File: src/hdl/wtr_defs.svh
`ifndef WTR_DEFS_SVH
`define WTR_DEFS_SVH

// ****************************************
// Register byte offsets
// ****************************************
`define WTR_OFS_MODE      8'h00
`define WTR_OFS_START     8'h04
`define WTR_OFS_PIN_IO    8'h08
`define WTR_OFS_OUT_EN    8'h0c
`define WTR_OFS_OUT_LVL   8'h10
`define WTR_OFS_PIN_FUNC  8'h14
`define WTR_OFS_PORT_DATA 8'h18
`define WTR_OFS_PORT_DIR  8'h1c
`define WTR_OFS_PERIOD    8'h20
`define WTR_OFS_CMP0      8'h24
`define WTR_OFS_CMP1      8'h28
`define WTR_OFS_CMP2      8'h2c
`define WTR_OFS_STATUS    8'h30

// ****************************************
// Mode codes written to the mode register
// ****************************************
`define WTR_CODE_NORMAL   3'h0
`define WTR_CODE_PWM1     3'h1
`define WTR_CODE_PWM2     3'h2
`define WTR_CODE_PHASE    3'h3
`define WTR_CODE_COMP     3'h4
`define WTR_CODE_RSYNC    3'h5

// ****************************************
// Field positions and pin action codes
// ****************************************
`define WTR_LVL_POS       0
`define WTR_LVL_NEG       1
`define WTR_LVL_CYC       2
`define WTR_STS_CNT_LSB   16
`define WTR_ACT_NONE      2'h0
`define WTR_ACT_LOW       2'h1
`define WTR_ACT_HIGH      2'h2
`define WTR_ACT_TOGGLE    2'h3

// ****************************************
// Reset values
// ****************************************
`define WTR_RST_OUT_EN    7'h7f
`define WTR_RST_PERIOD    16'hffff
`define WTR_RST_CMP       16'h0000

`endif

File: src/hdl/wtr_pkg.sv
package wtr_pkg;

    typedef enum logic [5:0] {
        WTR_NORMAL = 6'h01,
        WTR_PWM1   = 6'h02,
        WTR_PWM2   = 6'h04,
        WTR_PHASE  = 6'h08,
        WTR_COMP   = 6'h10,
        WTR_RSYNC  = 6'h20
    } wtr_mode_t;

    typedef struct packed {
        logic        read;
        logic        write;
        logic [7:0]  address;
        logic [31:0] writedata;
    } wtr_avs_req_t;

    typedef struct packed {
        logic        waitrequest;
        logic [31:0] readdata;
    } wtr_avs_rsp_t;

    typedef struct packed {
        logic [15:0] count;
        logic        down;
    } wtr_cnt_t;

    typedef struct packed {
        wtr_mode_t        mode;
        logic [2:0]       start;
        logic [17:0]      pin_io;
        logic [6:0]       out_en;
        logic [2:0]       out_lvl;
        logic [6:0]       pin_func;
        logic [6:0]       port_data;
        logic [6:0]       port_dir;
        logic [15:0]      period;
        logic [2:0][15:0] cmp;
        logic [5:0]       wave;
        logic             cyc;
        logic [6:0]       pin_out;
        logic [6:0]       pin_oe;
        wtr_avs_rsp_t     rsp;
    } wtr_state_t;

endpackage : wtr_pkg

File: src/hdl/wtr_counter.sv
`timescale 1ns/1ps

module wtr_counter (
    input  wire logic        i_core_clk,
    input  wire logic        i_resetn,
    input  wire logic        i_run,
    input  wire logic        i_updown,
    input  wire logic [15:0] i_period,
    output logic      [15:0] o_count,
    output logic             o_top
);

    wtr_pkg::wtr_cnt_t st;
    wtr_pkg::wtr_cnt_t next_st;

    // ****************************************
    // Count logic
    // ****************************************
    always_comb
    begin
        next_st = st;
        if (!i_updown)
        begin
            next_st.down = 1'b0;
        end
        if (i_run)
        begin
            if (!st.down || !i_updown)
            begin
                if (st.count >= i_period)
                begin
                    // Triangle turns round at the top, sawtooth wraps
                    if (i_updown && (i_period != 16'h0000))
                    begin
                        next_st.down  = 1'b1;
                        next_st.count = st.count - 16'h0001;
                    end
                    else
                    begin
                        next_st.count = 16'h0000;
                    end
                end
                else
                begin
                    next_st.count = st.count + 16'h0001;
                end
            end
            else if (st.count == 16'h0000)
            begin
                next_st.down  = 1'b0;
                next_st.count = 16'h0001;
            end
            else
            begin
                next_st.count = st.count - 16'h0001;
            end
        end
    end

    always_ff @(posedge i_core_clk or negedge i_resetn)
    begin
        if (!i_resetn)
        begin
            st <= '0;
        end
        else
        begin
            st <= next_st;
        end
    end

    assign o_count = st.count;
    assign o_top   = i_run && !st.down && (st.count >= i_period);

endmodule : wtr_counter

File: src/hdl/wtr_match_act.sv
`timescale 1ns/1ps
`include "wtr_defs.svh"

module wtr_match_act (
    input  wire logic       i_level,
    input  wire logic [1:0] i_act,
    input  wire logic       i_match,
    output logic            o_level
);

    // ****************************************
    // Pin action on a compare match
    // ****************************************
    always_comb
    begin
        o_level = i_level;
        if (i_match)
        begin
            case (i_act)
                `WTR_ACT_LOW:    o_level = 1'b0;
                `WTR_ACT_HIGH:   o_level = 1'b1;
                `WTR_ACT_TOGGLE: o_level = ~i_level;
                default:         o_level = i_level;
            endcase
        end
    end

endmodule : wtr_match_act

File: src/hdl/wtr_timer_out.sv
`timescale 1ns/1ps
`include "wtr_defs.svh"

// Contract
// - After reset all waveform outputs are low and every pin floats.
// - In PWM mode 1 a pin init write skips the B-side compare pins.
// - In PWM mode 2 a pin init write skips the cycle register pin.
// - Stopping the count in complementary PWM drives its initial output value.
// - Stopping the count in reset-synchronous PWM drives its initial output value.
// - Complementary PWM to normal or PWM 1 forces all outputs low.
// - Reset-sync PWM to normal or PWM 1: positive low, negative high.
// - Reset-sync PWM to complementary PWM drives the cyclic pin low.
// - Complementary PWM waveform changes at compare matches while counting.
// - Reset-sync PWM waveform changes at compare matches while counting.
// - Normal and phase modes: low-on-match action drives a high pin low.

module wtr_timer_out (
    input  wire logic                  i_core_clk,
    input  wire logic                  i_resetn,
    input  wire wtr_pkg::wtr_avs_req_t i_avs_req,
    output logic                       o_avs_waitrequest,
    output logic [31:0]                o_avs_readdata,
    output logic [6:0]                 o_pin_out,
    output logic [6:0]                 o_pin_oe
);

    wtr_pkg::wtr_state_t st;
    wtr_pkg::wtr_state_t next_st;
    logic [2:0][15:0]    cnt;
    logic [2:0]          top;
    logic [5:0]          act_lvl;

    // ****************************************
    // Channel counters and match actions
    // ****************************************
    for (genvar c = 0; c < 3; c++)
    begin : g_cnt
        wtr_counter u_cnt (
            .i_core_clk (i_core_clk),
            .i_resetn   (i_resetn),
            .i_run      (st.start[c]),
            .i_updown   ((c == 0) && (st.mode == wtr_pkg::WTR_COMP)),
            .i_period   (st.period),
            .o_count    (cnt[c]),
            .o_top      (top[c])
        );
    end

    for (genvar i = 0; i < 6; i++)
    begin : g_act
        wtr_match_act u_act (
            .i_level (st.wave[i]),
            .i_act   (st.pin_io[3*i+2 -: 2]),
            .i_match (st.start[i%3] && (cnt[i%3] == st.cmp[i%3])),
            .o_level (act_lvl[i])
        );
    end

    // Pins that a mode leaves alone on init and on match
    function automatic logic held(input wtr_pkg::wtr_mode_t m, input int idx);
        logic r;
        r = 1'b0;
        if ((m == wtr_pkg::WTR_PWM1) && (idx >= 3))
        begin
            r = 1'b1;
        end
        if ((m == wtr_pkg::WTR_PWM2) && (idx == 0))
        begin
            r = 1'b1;
        end
        return r;
    endfunction : held

    // ****************************************
    // Next state
    // ****************************************
    always_comb
    begin
        wtr_pkg::wtr_mode_t new_mode;
        logic               mode_ok;
        logic               pwm_mode;
        logic               lvl;
        next_st  = st;
        new_mode = st.mode;
        mode_ok  = 1'b0;
        pwm_mode = (st.mode == wtr_pkg::WTR_COMP) || (st.mode == wtr_pkg::WTR_RSYNC);
        lvl      = 1'b0;

        // Waveform generation
        if (!pwm_mode)
        begin
            for (int i = 0; i < 6; i++)
            begin
                if (!held(st.mode, i))
                begin
                    next_st.wave[i] = act_lvl[i];
                    if (((st.mode == wtr_pkg::WTR_PWM1) || (st.mode == wtr_pkg::WTR_PWM2)) && top[i%3])
                    begin
                        next_st.wave[i] = st.pin_io[3*i];
                    end
                end
            end
        end
        else if (st.start[0])
        begin
            // Sawtooth for reset-sync, triangle for complementary: counter shapes it
            for (int i = 0; i < 3; i++)
            begin
                lvl                 = (cnt[0] < st.cmp[i]);
                next_st.wave[i]     = lvl ? st.out_lvl[`WTR_LVL_POS] : ~st.out_lvl[`WTR_LVL_POS];
                next_st.wave[i+3]   = lvl ? ~st.out_lvl[`WTR_LVL_NEG] : st.out_lvl[`WTR_LVL_NEG];
            end
            if (top[0] && st.out_lvl[`WTR_LVL_CYC])
            begin
                next_st.cyc = ~st.cyc;
            end
        end
        else
        begin
            // Stopped: hold the inactive levels
            next_st.wave = {{3{~st.out_lvl[`WTR_LVL_NEG]}}, {3{~st.out_lvl[`WTR_LVL_POS]}}};
        end

        // Bus slave: one wait cycle, then answer
        next_st.rsp.waitrequest = 1'b1;
        if ((i_avs_req.read || i_avs_req.write) && st.rsp.waitrequest)
        begin
            next_st.rsp.waitrequest = 1'b0;
            next_st.rsp.readdata    = 32'h0000_0000;
            if (i_avs_req.read)
            begin
                if (i_avs_req.address == `WTR_OFS_MODE)
                begin
                    next_st.rsp.readdata[5:0] = st.mode;
                end
                else if (i_avs_req.address == `WTR_OFS_START)
                begin
                    next_st.rsp.readdata[2:0] = st.start;
                end
                else if (i_avs_req.address == `WTR_OFS_PIN_IO)
                begin
                    next_st.rsp.readdata[17:0] = st.pin_io;
                end
                else if (i_avs_req.address == `WTR_OFS_OUT_EN)
                begin
                    next_st.rsp.readdata[6:0] = st.out_en;
                end
                else if (i_avs_req.address == `WTR_OFS_OUT_LVL)
                begin
                    next_st.rsp.readdata[2:0] = st.out_lvl;
                end
                else if (i_avs_req.address == `WTR_OFS_PIN_FUNC)
                begin
                    next_st.rsp.readdata[6:0] = st.pin_func;
                end
                else if (i_avs_req.address == `WTR_OFS_PORT_DATA)
                begin
                    next_st.rsp.readdata[6:0] = st.port_data;
                end
                else if (i_avs_req.address == `WTR_OFS_PORT_DIR)
                begin
                    next_st.rsp.readdata[6:0] = st.port_dir;
                end
                else if (i_avs_req.address == `WTR_OFS_PERIOD)
                begin
                    next_st.rsp.readdata[15:0] = st.period;
                end
                else if (i_avs_req.address == `WTR_OFS_CMP0)
                begin
                    next_st.rsp.readdata[15:0] = st.cmp[0];
                end
                else if (i_avs_req.address == `WTR_OFS_CMP1)
                begin
                    next_st.rsp.readdata[15:0] = st.cmp[1];
                end
                else if (i_avs_req.address == `WTR_OFS_CMP2)
                begin
                    next_st.rsp.readdata[15:0] = st.cmp[2];
                end
                else if (i_avs_req.address == `WTR_OFS_STATUS)
                begin
                    next_st.rsp.readdata[6:0]                     = {st.cyc, st.wave};
                    next_st.rsp.readdata[`WTR_STS_CNT_LSB +: 16] = cnt[0];
                end
            end
            else
            begin
                if (i_avs_req.address == `WTR_OFS_MODE)
                begin
                    mode_ok = 1'b1;
                    case (i_avs_req.writedata[2:0])
                        `WTR_CODE_NORMAL: new_mode = wtr_pkg::WTR_NORMAL;
                        `WTR_CODE_PWM1:   new_mode = wtr_pkg::WTR_PWM1;
                        `WTR_CODE_PWM2:   new_mode = wtr_pkg::WTR_PWM2;
                        `WTR_CODE_PHASE:  new_mode = wtr_pkg::WTR_PHASE;
                        `WTR_CODE_COMP:   new_mode = wtr_pkg::WTR_COMP;
                        `WTR_CODE_RSYNC:  new_mode = wtr_pkg::WTR_RSYNC;
                        default:          mode_ok  = 1'b0;
                    endcase
                    if (mode_ok)
                    begin
                        if ((new_mode == wtr_pkg::WTR_NORMAL) || (new_mode == wtr_pkg::WTR_PWM1))
                        begin
                            if (st.mode == wtr_pkg::WTR_COMP)
                            begin
                                next_st.wave = 6'h00;
                                next_st.cyc  = 1'b0;
                            end
                            else if (st.mode == wtr_pkg::WTR_RSYNC)
                            begin
                                next_st.wave = 6'h38;
                            end
                        end
                        if ((st.mode == wtr_pkg::WTR_RSYNC) && (new_mode == wtr_pkg::WTR_COMP))
                        begin
                            next_st.cyc = 1'b0;
                        end
                        next_st.mode = new_mode;
                    end
                end
                else if (i_avs_req.address == `WTR_OFS_START)
                begin
                    next_st.start = i_avs_req.writedata[2:0];
                end
                else if (i_avs_req.address == `WTR_OFS_PIN_IO)
                begin
                    next_st.pin_io = i_avs_req.writedata[17:0];
                    for (int i = 0; i < 6; i++)
                    begin
                        if (!held(st.mode, i))
                        begin
                            next_st.wave[i] = i_avs_req.writedata[3*i];
                        end
                    end
                end
                else if (i_avs_req.address == `WTR_OFS_OUT_EN)
                begin
                    next_st.out_en = i_avs_req.writedata[6:0];
                end
                else if (i_avs_req.address == `WTR_OFS_OUT_LVL)
                begin
                    next_st.out_lvl = i_avs_req.writedata[2:0];
                end
                else if (i_avs_req.address == `WTR_OFS_PIN_FUNC)
                begin
                    next_st.pin_func = i_avs_req.writedata[6:0];
                end
                else if (i_avs_req.address == `WTR_OFS_PORT_DATA)
                begin
                    next_st.port_data = i_avs_req.writedata[6:0];
                end
                else if (i_avs_req.address == `WTR_OFS_PORT_DIR)
                begin
                    next_st.port_dir = i_avs_req.writedata[6:0];
                end
                else if (i_avs_req.address == `WTR_OFS_PERIOD)
                begin
                    next_st.period = i_avs_req.writedata[15:0];
                end
                else if (i_avs_req.address == `WTR_OFS_CMP0)
                begin
                    next_st.cmp[0] = i_avs_req.writedata[15:0];
                end
                else if (i_avs_req.address == `WTR_OFS_CMP1)
                begin
                    next_st.cmp[1] = i_avs_req.writedata[15:0];
                end
                else if (i_avs_req.address == `WTR_OFS_CMP2)
                begin
                    next_st.cmp[2] = i_avs_req.writedata[15:0];
                end
            end
        end

        // Pin mux from the next levels, so a mode change lands on one edge
        for (int p = 0; p < 7; p++)
        begin
            if (next_st.pin_func[p])
            begin
                next_st.pin_out[p] = (p < 6) ? next_st.wave[p] : next_st.cyc;
                next_st.pin_oe[p]  = next_st.out_en[p];
            end
            else
            begin
                next_st.pin_out[p] = next_st.port_data[p];
                next_st.pin_oe[p]  = next_st.port_dir[p];
            end
        end
    end

    // ****************************************
    // State register
    // ****************************************
    always_ff @(posedge i_core_clk or negedge i_resetn)
    begin
        if (!i_resetn)
        begin
            st                 <= '0;
            st.mode            <= wtr_pkg::WTR_NORMAL;
            st.out_en          <= `WTR_RST_OUT_EN;
            st.period          <= `WTR_RST_PERIOD;
            st.cmp             <= {3{`WTR_RST_CMP}};
            st.rsp.waitrequest <= 1'b1;
        end
        else
        begin
            st <= next_st;
        end
    end

    assign o_avs_waitrequest = st.rsp.waitrequest;
    assign o_avs_readdata    = st.rsp.readdata;
    assign o_pin_out         = st.pin_out;
    assign o_pin_oe          = st.pin_oe;

endmodule : wtr_timer_out

File: config.mk
export PLATFORM = sky130hd
export DESIGN_NAME = wtr_timer_out
export DESIGN_NICKNAME = d
export VERILOG_FILES = /design/src/hdl/wtr_pkg.sv /design/src/hdl/wtr_counter.sv /design/src/hdl/wtr_match_act.sv /design/src/hdl/wtr_timer_out.sv
export VERILOG_INCLUDE_DIRS = /design/src /design/src/hdl
export SDC_FILE = /design/constraint.sdc
export NUM_CORES = 1
export LEC_CHECK = 0
export BUFFER_PORTS_ARGS = -buffer_cell sky130_fd_sc_hd__clkbuf_2
export CELL_PAD_IN_SITES_DETAIL_PLACEMENT = 0
export CELL_PAD_IN_SITES_GLOBAL_PLACEMENT = 1
export CORE_ASPECT_RATIO = 0.5
export CORE_UTILIZATION = 35
export CTS_BUF_LIST = sky130_fd_sc_hd__clkbuf_2 sky130_fd_sc_hd__clkbuf_4 sky130_fd_sc_hd__clkbuf_8
export DETAILED_ROUTE_END_ITERATION = 10
export GPL_TIMING_DRIVEN = 0
export PLACE_DENSITY_LB_ADDON = 0.3
export SYNTH_ARGS = -nofsm -noshare
export SYNTH_HDL_FRONTEND = slang
export SYNTH_SLANG_ARGS = --single-unit
File: constraint.sdc
create_clock -name i_core_clk -period 5.05 [get_ports i_core_clk]
set_input_delay 0.2525 -clock i_core_clk [delete_from_list [all_inputs] [get_ports i_core_clk]]
set_output_delay 0.2525 -clock i_core_clk [all_outputs]
set_load 0.02 [all_outputs]
==> impl_metrics.json, run 1 <==
{
  "outcome": "completed",
  "io_buffers": 69,
  "clock_sink_count": 225,
  "synthCells": 1530,
  "design.portCount": 91,
  "cts_inserted_buffers": 37,
  "globalplace.congestion": 0.9792,
  "clk-insertion-delay-late_ps": 590,
  "max_slew.worst_pin.slew_ps": 1311,
  "area_of_the_multi_input_gates_mm2": 0.007485,
  "die_area_mm2": 0.04130,
  "max-clock-path-buffers": 3,
  "postSynth.topFlopCell": "sky130_fd_sc_hd__dfrtp_1",
  "cp.arrival_ps": 4420,
  "cp_max_fo": 10,
  "global_route.overflow_total": 0,
  "effective_utilization_at_floorplan_pct": 35.95,
  "cts_max_level": 2,
  "critical_path.startpoint_type": "flop",
  "finalWirelength_mm": 52.63,
  "critical_path_required_ps": 5500,
  "layout.cells.most_common_list": "sky130_fd_sc_hd__dfrtp_1, sky130_fd_sc_hd__nand2_1, sky130_fd_sc_hd__o21ai_0, sky130_fd_sc_hd__ha_1, sky130_fd_sc_hd__inv_1",
  "synth_nets": 1672,
  "drt_first_pass_iters": 5,
  "slew_viol_final": 0,
  "post-route-min-period_ps": 3965,
  "ctsRootBufferMaster": "sky130_fd_sc_hd__clkbuf_8",
  "rr_startpoint": "g_cnt[0].u_cnt.o_count[0]$_DFFE_PN0P_",
  "std_cell_rows": 51,
  "hold_path_end": "st[83]$_DFFE_PN0P_",
  "drc_errors": 0,
  "holdCritPathClass": "input pin to flop",
  "cap_violations": 0,
  "max_freq_ghz": 0.2522,
  "timing.max_slew.rel_slack_pct": 11.64,
  "dr_total_vias": 12470,
  "detailedRoute.firstIterationViolations": 1367,
  "synth_edf_count": 0,
  "layout_cell_share_with_drive_strength_beyond_1_pct": 19.21,
  "worst_setup_path_end_kind": "flop",
  "grt.total_usage_pct": 25.64,
  "postRouteAntennaNets": 0,
  "worst_slack_ps": 1085,
  "first_global_vias": 11535,
  "share_of_synthesized_registers_carrying_an_async_set_or_reset_pct": 100.0,
  "synthesis.area_mm2": 0.01415,
  "cts.reportedPaths.clkPinSlew_ps": 70,
  "synth.yosys.warnings": 0,
  "die_h_um": 144.2,
  "timing_worst_setup_path_type": "flop to flop",
  "worst_min_delay_path_startpoint": "i_avs_req[13]",
  "rr_worst_depth": 11,
  "setup-violations-final": 0,
  "min_period_over_period_pct": 78.52,
  "num_antenna_cells": 0,
  "global_route_wire_length_before_repair_mm": 77.37,
  "final-seq-area_mm2": 0.005662,
  "ys_ff_latch": 225,
  "r2r_setup_slack_ps": 1080,
  "antenna_found_initial": 1,
  "place_worst_setup_slack_ps": 1182,
  "core-area_mm2": 0.03937,
  "place.detailed.hpwl_mm": 39.23,
  "mostFrequentLayoutCell": "sky130_fd_sc_hd__dfrtp_1",
  "finClkSkew_ps": 39.17,
  "route.detailed.wl_per_inst_um": 23.91,
  "final-hold-violation-count": 0,
  "worst_r2r_endpoint": "o_pin_out[3]$_DFF_PN0_",
  "die_w_um": 286.4,
  "seq_area_frac_synth_pct": 40.00,
  "area.growth.synth_to_final_pct": 13.15,
  "synth_area_per_cell_um2": 9.251,
  "setup_tns_ps": 0,
  "grt_setup_unrepaired": "no",
  "nNetsFinal": 1789,
  "power.ir.vdd_worst_uv": 123.7,
  "grt_max_degree": 92,
  "cts_tree": "done",
  "hold_depth": 3,
  "avgViaCountPerCell": 5.666,
  "nFillCells": 3947,
  "synthDistinctLibCells": 82,
  "power_leakage_nw": 7.462,
  "power_density_mw_per_mm2": 256.2
}
## report_power, final
| group | switching [W] | internal [W] |
|---|---|---|
| combinational | 0.000361 | 0.000155 |
| clock | 0.000819 | 0.000863 |
| sequential | 0.0000585 | 0.00185 |
| total | 0.00124 | 0.00286 |
## worst max path at each step
stage,cells after the start,start,endpoint
floorplan,9,st[102]$_DFFE_PN1P_,o_pin_out[1]$_DFF_PN0_
global placement,1,i_resetn,st[120]$_DFF_PN0_
CTS,11,g_cnt[0].u_cnt.o_count[0]$_DFFE_PN0P_,o_pin_out[3]$_DFF_PN0_
finish,11,g_cnt[0].u_cnt.o_count[0]$_DFFE_PN0P_,o_pin_out[3]$_DFF_PN0_
detailed placement,11,g_cnt[0].u_cnt.o_count[0]$_DFFE_PN0P_,o_pin_out[3]$_DFF_PN0_
global route,11,g_cnt[0].u_cnt.o_count[0]$_DFFE_PN0P_,o_pin_out[3]$_DFF_PN0_
## registers in the layout (all words and copies together) (netlist names)
name and cells:
st 129, g_cnt.u_cnt.o_count 48, o_avs_readdata 32, o_pin_oe 7, o_pin_out 7, g_cnt.u_cnt.st 1, o_avs_waitrequest 1
## worst max-delay path: stages, from the launching register on
cell,delay (ps)
sky130_fd_sc_hd__dfrtp_1,630
sky130_fd_sc_hd__inv_1,270
sky130_fd_sc_hd__ha_1,350
sky130_fd_sc_hd__nor2b_1,40
sky130_fd_sc_hd__o21ai_0,170
sky130_fd_sc_hd__a21oi_1,110
sky130_fd_sc_hd__o21ai_0,1020
sky130_fd_sc_hd__buf_4,370
sky130_fd_sc_hd__nand3_1,90
sky130_fd_sc_hd__a32oi_1,250
sky130_fd_sc_hd__o21ai_1,230
sky130_fd_sc_hd__mux2_2,330
## what timing repair did
action	in CTS	in global routing
hold buffers	6	1
gates resized for setup	0	0
endpoints found under the hold margin	54	1
buffers inserted	0	0
## cell type report
class	count	area share, %
buffer	117	4.110
inverter	93	2.180
timing repair buffer	78	2.992
sequential	225	35.35
multi-input combinational	1095	46.74
clock inverter	6	0.2110
clock buffer	57	4.274
tap	530	4.141
## kinds of logic after synthesis
kind of cell | synth area share [%]
and+or+nand+nor | 15.80
AOI/OAI and AO/OA | 17.24
buffers and inverters | 7.116
adders and majority gates | 8.663
DFF | 40.00
xor gates and xnor gates | 3.899
muxes | 7.284
## stage by stage
stage / instances / cell area (um^2) / util [%] / total power [W] / hold slack, ps
after global placement: 2129 / 15160 / 38.51 / 0.002431 / 481.7
after detailed placement: 2131 / 15230 / 38.67 / 0.002435 / 253.7
after global routing: 2201 / 16010 / 40.67 / 0.004249 / 47.59
after floorplan: 1530 / 14150 / - / 0.002198 / -43.09
after CTS: 2200 / 16000 / 40.65 / 0.004114 / 3.157
final: 2201 / 16010 / 40.67 / 0.004103 / 49.23
## synth_stat cells (4+ instances only)
cell                       number  area (um^2)
sky130_fd_sc_hd__dfrtp_1      200         5005
sky130_fd_sc_hd__nand2_1      175        656.9
sky130_fd_sc_hd__o21ai_0      125        625.6
sky130_fd_sc_hd__ha_1          98         1226
sky130_fd_sc_hd__inv_1         93        349.1
sky130_fd_sc_hd__nor2_1        84        315.3
sky130_fd_sc_hd__a21oi_1       78        390.4
sky130_fd_sc_hd__mux2_2        72        810.8
sky130_fd_sc_hd__buf_4         48        360.4
sky130_fd_sc_hd__clkbuf_1      48        180.2
sky130_fd_sc_hd__nand3_1       42        210.2
sky130_fd_sc_hd__xnor2_1       35        306.5
sky130_fd_sc_hd__a22oi_1       30        225.2
sky130_fd_sc_hd__and3_1        28        175.2
sky130_fd_sc_hd__nand4_1       28        175.2
sky130_fd_sc_hd__xor2_1        28        245.2
sky130_fd_sc_hd__a22o_1        27        236.5
sky130_fd_sc_hd__dfstp_2       25        656.9
sky130_fd_sc_hd__mux2i_1       22        220.2
sky130_fd_sc_hd__nor3_1        19        95.09
sky130_fd_sc_hd__nand2b_1      16        100.1
sky130_fd_sc_hd__o22ai_1       15        93.84
sky130_fd_sc_hd__o31ai_1       15        112.6
sky130_fd_sc_hd__buf_2         13        65.06
sky130_fd_sc_hd__o211ai_1      12        90.09
sky130_fd_sc_hd__o221ai_1      12        105.1
sky130_fd_sc_hd__nor4_1        11        68.82
sky130_fd_sc_hd__a211oi_1       9        67.56
sky130_fd_sc_hd__or3_1          8        50.05
sky130_fd_sc_hd__a32oi_1        7        61.31
sky130_fd_sc_hd__a31oi_1        6        37.54
sky130_fd_sc_hd__nor2b_1        6        37.54
sky130_fd_sc_hd__a221oi_1       5        43.79
sky130_fd_sc_hd__buf_1          5        18.77
sky130_fd_sc_hd__and2_1         4        25.02
sky130_fd_sc_hd__nor2_2         4        25.02
## metal layers
| metal | share of wire (%) | vias to the layer above | routed length (um) | track usage [%] |
|---|---|---|---|---|
| li1 | - | 5700 | - | - |
| met1 | 48 | 6129 | 25120 | 38.58 |
| met2 | 41 | 546 | 21810 | 36.61 |
| met3 | 8.4 | 95 | 4395 | 5.032 |
| met4 | 2.5 | 0 | 1303 | 7.430 |
| met5 | 0 | - | 0 | 0 |
(Power assumes the default switching activity.)
==> run 2, diff against run 1 <==
clock period = 3.4 ns   (was 5.05 ns; I/O delays follow)
==> impl_metrics.json, run 2 (synthesized netlist as in run 1, its figures left out) <==
{
  "outcome": "completed",
  "final-seq-area_mm2": 0.005663,
  "globalRoute.busiestLayer": "met1",
  "met3_usage_pct": 5.032,
  "detailedRoute.firstIterationViolations": 1302,
  "first_global_vias": 11567,
  "cts_inserted_buffers": 37,
  "finClkSkew_ps": 29.74,
  "max-clock-path-buffers": 3,
  "critical-path-top-delay-family": "compound AO/OA/AOI/OAI gates",
  "min_period_over_period_pct": 95.51,
  "r2r_setup_slack_ps": 150,
  "post_place_instance_area_mm2": 0.01523,
  "antenna_found_initial": 0,
  "layout_cell_share_with_drive_strength_beyond_1_pct": 19.38,
  "crit_path_max_incr_delay_ps": 650,
  "grt_setup_unrepaired": "no",
  "area.growth.synth_to_final_pct": 13.73,
  "worst_path_max_delay_cell": "sky130_fd_sc_hd__dfstp_2",
  "critical_path.startpoint_type": "flop",
  "die_h_um": 144.2,
  "route.detailed.wl_per_inst_um": 23.87,
  "cp_num_cells": 11,
  "critical_path_required_ps": 3850,
  "mostFrequentLayoutCell": "sky130_fd_sc_hd__dfrtp_1",
  "slew_viol_final": 0,
  "postRouteAntennaNets": 0,
  "design.portCount": 91,
  "die_w_um": 286.4,
  "grt_max_degree": 92,
  "dr_total_vias": 12488,
  "worst_r2r_endpoint": "o_pin_out[3]$_DFF_PN0_",
  "final-hold-violation-count": 0,
  "cp.arrival_ps": 3700,
  "worst_min_delay_path_startpoint": "i_avs_req[0]",
  "core-area_mm2": 0.03937,
  "largest_register_ffs": 129,
  "effective_utilization_at_floorplan_pct": 35.95,
  "hold_path_end": "st[149]$_DFFE_PN0P_",
  "rr_startpoint": "st[104]$_DFFE_PN1P_",
  "post-route-min-period_ps": 3247,
  "clock_sink_count": 225,
  "grt.total_usage_pct": 25.68,
  "setup-violations-final": 0,
  "setup_tns_ps": 0,
  "drc_errors": 0,
  "nFillCells": 3947,
  "cts.reportedPaths.clkPinSlew_ps": 80,
  "p_total_w": 0.006101,
  "regMostFlops": "st",
  "finalWirelength_mm": 52.68,
  "met1_usage_in_global_routing_pct": 38.61,
  "power.ir.vdd_worst_uv": 185.5,
  "max_slew.worst_pin.slew_ps": 1180,
  "area_of_the_multi_input_gates_mm2": 0.007506,
  "power_leakage_nw": 7.489,
  "globalplace.congestion": 0.9792,
  "worst_setup_path_end_kind": "flop",
  "post-cts-setup-buffer-count": 0,
  "io_buffers": 69,
  "std_cell_rows": 51,
  "cts_max_level": 2,
  "global_route.overflow_total": 0,
  "timing_worst_setup_path_type": "flop to flop",
  "rr_worst_depth": 11,
  "layout.cells.most_common_list": "sky130_fd_sc_hd__dfrtp_1, sky130_fd_sc_hd__nand2_1, sky130_fd_sc_hd__o21ai_0, sky130_fd_sc_hd__ha_1, sky130_fd_sc_hd__inv_1",
  "cap_violations": 0,
  "global_route_wire_length_before_repair_mm": 77.52,
  "nNetsFinal": 1795,
  "cp_max_fo": 10,
  "power_density_mw_per_mm2": 379.1,
  "drt_first_pass_iters": 7,
  "clk-insertion-delay-late_ps": 590,
  "final_cell_area_mm2": 0.01610,
  "timing.max_slew.rel_slack_pct": 21.13,
  "hold_depth": 3,
  "met2_usage_pct": 36.75,
  "holdCritPathClass": "input pin to flop",
  "num_antenna_cells": 0,
  "critPathBufInv": 2,
  "cts_tree": "done",
  "ordered_list_of_cells_on_the_worst_path": "inv_1, ha_1, nand2_1, o21ai_0, a21oi_1, o21ai_2, buf_4, nand3_1, a32oi_1, o21ai_1, mux2_2",
  "max_freq_ghz": 0.3079,
  "ctsRootBufferMaster": "sky130_fd_sc_hd__clkbuf_8",
  "whs_ps": 65.16,
  "avgViaCountPerCell": 5.658,
  "die_area_mm2": 0.04130,
  "place.detailed.hpwl_mm": 39.23
}
run 2: worst max-delay path by stage:
stage	slack [ps]	startpoint	to
after detailed placement	-470	g_cnt[0].u_cnt.o_count[0]$_DFFE_PN0P_	o_pin_out[3]$_DFF_PN0_
after global placement	-2760	i_resetn	st[120]$_DFF_PN0_
after global routing	20	st[113]$_DFFE_PN1P_	o_pin_out[2]$_DFF_PN0_
after floorplan	840	st[102]$_DFFE_PN1P_	o_pin_out[1]$_DFF_PN0_
after CTS	70	st[113]$_DFFE_PN1P_	o_pin_out[5]$_DFF_PN0_
final	150	st[104]$_DFFE_PN1P_	o_pin_out[3]$_DFF_PN0_
run 2: layer usage:
metal | vias up | wire (um)
met1 | 6209 | 25560
met3 | 81 | 4095
met2 | 481 | 21790
met5 | - | 0
li1 | 5717 | -
met4 | 0 | 1239
run 2: area by class of cell:
type / count / area share, %
multi-input combinational: 1095 / 46.63
sequential: 225 / 35.18
clock buffer: 57 / 4.252
tap: 530 / 4.120
buffer: 117 / 4.089
timing repair buffer: 84 / 3.350
inverter: 93 / 2.169
clock inverter: 6 / 0.2099
run 2: metrics by stage:
step / setup WS [ps] / std cells / utilization, %
after CTS: 68.95 / 2207 / 40.84
final: 152.7 / 2207 / 40.88
after global placement: -2759 / 2129 / 38.51
after floorplan: 835.1 / 1530 / -
after detailed placement: -468.0 / 2131 / 38.67
after global routing: 16.83 / 2207 / 40.88
run 2: tightest hold or removal path: stages:
cell	delay [ps]
sky130_fd_sc_hd__clkbuf_1	220
sky130_fd_sc_hd__nand3_1	170
sky130_fd_sc_hd__nand2_1	60
run 2: what timing repair did:
item / 4_1_cts / 5_1_grt
hold buffers: 13 / 0
setup endpoints to repair: 21 / 8
hold endpoints to repair: 73 / 0
gates resized for setup: 2 / 4
run 2: power breakdown:
group          internal [W]  switching (W)  leakage (nW)
clock network       0.00128        0.00121         0.392
logic              0.000237       0.000542          4.23
registers           0.00274      0.0000878          2.87
==> run 3, diff against run 2 <==
CORE_ASPECT_RATIO = 1.75   (was 0.5)
==> impl_metrics.json, run 3 (synthesized netlist as in run 1, its figures left out) <==
{
  "cp.arrival_ps": 3800,
  "design.portCount": 91,
  "holdCritPathClass": "input pin to flop",
  "cts.reportedPaths.clkPinSlew_ps": 60,
  "antenna_found_initial": 1,
  "max-clock-path-buffers": 3,
  "die_h_um": 268.0,
  "outcome": "complete, but fails checks",
  "area.growth.synth_to_final_pct": 13.92,
  "rr_worst_depth": 10,
  "power.ir.vdd_worst_uv": 321.0,
  "mostFrequentLayoutCell": "sky130_fd_sc_hd__dfrtp_1",
  "timing.max_slew.rel_slack_pct": 17.26,
  "effective_utilization_at_floorplan_pct": 35.45,
  "ctsRootBufferMaster": "sky130_fd_sc_hd__clkbuf_8",
  "die_w_um": 154.0,
  "drt_first_pass_iters": 10,
  "globalplace.congestion": 0.9393,
  "largest_register_ffs": 129,
  "first_global_vias": 12347,
  "worst_setup_path_end_kind": "flop",
  "grt_max_degree": 102,
  "critical_path_required_ps": 3890,
  "finalNonFillerCells": 2176,
  "max_slew.worst_pin.slew_ps": 1238,
  "setup-violations-final": 0,
  "global_route.overflow_total": 0,
  "global_route_wire_length_before_repair_mm": 79.91,
  "power_density_mw_per_mm2": 391.7,
  "post-route-min-period_ps": 3304,
  "cp_max_fo": 5,
  "route.detailed.wl_per_inst_um": 25.01,
  "max_freq_ghz": 0.3027,
  "finalWirelength_mm": 54.43,
  "nNetsFinal": 1794,
  "hold_depth": 3,
  "p_total_w": 0.006315,
  "io_buffers": 69,
  "nFillCells": 4034,
  "cap_violations": 0,
  "finClkSkew_ps": 18.61,
  "postRouteAntennaNets": 0,
  "post-cts-setup-buffer-count": 0,
  "slew_viol_final": 0,
  "grt.total_usage_pct": 26.64,
  "critPathLaunch": "st[107]$_DFFE_PN1P_",
  "rr_startpoint": "st[107]$_DFFE_PN1P_",
  "final-hold-violation-count": 0,
  "avgViaCountPerCell": 5.711,
  "dr_total_vias": 12427,
  "layout.cells.most_common_list": "sky130_fd_sc_hd__dfrtp_1, sky130_fd_sc_hd__nand2_1, sky130_fd_sc_hd__o21ai_0, sky130_fd_sc_hd__ha_1, sky130_fd_sc_hd__inv_1",
  "grt_setup_unrepaired": "no",
  "cts_inserted_buffers": 39,
  "worst_min_delay_path_startpoint": "i_avs_req[14]",
  "std_cell_rows": 97,
  "power_leakage_nw": 7.529,
  "cts_max_level": 2,
  "min_period_over_period_pct": 97.17,
  "critical_path.startpoint_type": "flop",
  "postLayoutCoreUtil_pct": 40.38,
  "core-area_mm2": 0.03993,
  "timing_worst_setup_path_type": "flop to flop",
  "failed_checks": "design-rule violations",
  "whs_ps": 34.60,
  "die_area_mm2": 0.04128,
  "layout_cell_share_with_drive_strength_beyond_1_pct": 19.52,
  "regMostFlops": "st",
  "cts_tree": "done",
  "dp_cells": 2096,
  "place.detailed.hpwl_mm": 42.22,
  "clock_sink_count": 225,
  "clk-insertion-delay-late_ps": 570,
  "drc_errors": 1,
  "detailedRoute.firstIterationViolations": 796
}
run 3: changes by cell type in the layout (fill, tap and decap cells not counted), sizes merged:
| cell | change |
|---|---|
| clkbuf | +4 |
| dlygate4sd3 | -3 |
| bufinv | +1 |
| clkinvlp | +1 |
| diode | +1 |
run 3: repair_timing:
| action | in CTS | in global routing |
|---|---|---|
| endpoints found under the hold margin | 216 | 0 |
| hold buffers | 10 | 0 |
| setup endpoints to repair | 6 | 5 |
| resized for setup | 1 | 1 |
run 3: worst paths after layout:
check                                                             end  slack (ps)
worst max register to register                 o_pin_out[5]$_DFF_PN0_         100
max in group asynchronous               o_avs_readdata[0]$_DFFE_PN0P_        2480
worst min-delay path                               st[84]$_DFFE_PN0P_          30
min in group asynchronous       g_cnt[1].u_cnt.o_count[3]$_DFFE_PN0P_          70
worst max-delay path                           o_pin_out[5]$_DFF_PN0_         100
worst min register to register          o_avs_readdata[6]$_DFFE_PN0P_         490
run 3: cell type report:
cell class                      instances  area (um^2)  share of cell area [%]
Tap cell                              495        619.3                   3.841
Antenna cell                            1        2.502                 0.01552
Inverter                               93        349.1                   2.165
Clock buffer                           61        764.5                   4.741
Clock inverter                          8        71.32                  0.4423
Multi-Input combinational cell       1095         7488                   46.44
Sequential cell                       225         5662                   35.11
Timing Repair Buffer                   81        509.2                   3.158
Buffer                                117        658.1                   4.082
run 3: critical path, stage by stage (launching register included):
cell                        delay (ps)
sky130_fd_sc_hd__dfstp_2           580
sky130_fd_sc_hd__inv_1             200
sky130_fd_sc_hd__ha_1              330
sky130_fd_sc_hd__and3_1            160
sky130_fd_sc_hd__nor4bb_1          280
sky130_fd_sc_hd__a2bb2oi_1         140
sky130_fd_sc_hd__a21oi_1           520
sky130_fd_sc_hd__nand2_1           160
sky130_fd_sc_hd__mux2i_1           160
sky130_fd_sc_hd__a32oi_1           440
sky130_fd_sc_hd__mux2_2            260
run 3: power by group:
| group | internal, W | switching (W) |
|---|---|---|
| Combinational | 0.000235 | 0.000537 |
| Sequential | 0.00274 | 0.0000840 |
| Clock | 0.00151 | 0.00121 |
| Total | 0.00449 | 0.00183 |
run 3: metrics by stage:
step                      setup slack, ps  cell area [um^2]  TNS [ps]
after global routing                6.485             16120         0
final                               96.27             16120         0
after global placement              -2649             15120   -545900
after floorplan                     835.1             14150         0
after detailed placement           -257.3             15180    -366.8
after CTS                           6.759             16120         0
run 3: layer usage:
layer	vias up	track usage [%]	share of wire, %	wire length (um)
li1	5711	-	-	-
met1	6099	28.16	36	19860
met2	428	47.57	51	27500
met3	189	3.145	3.9	2113
met4	0	22.00	9.1	4954
met5	-	0	0	0
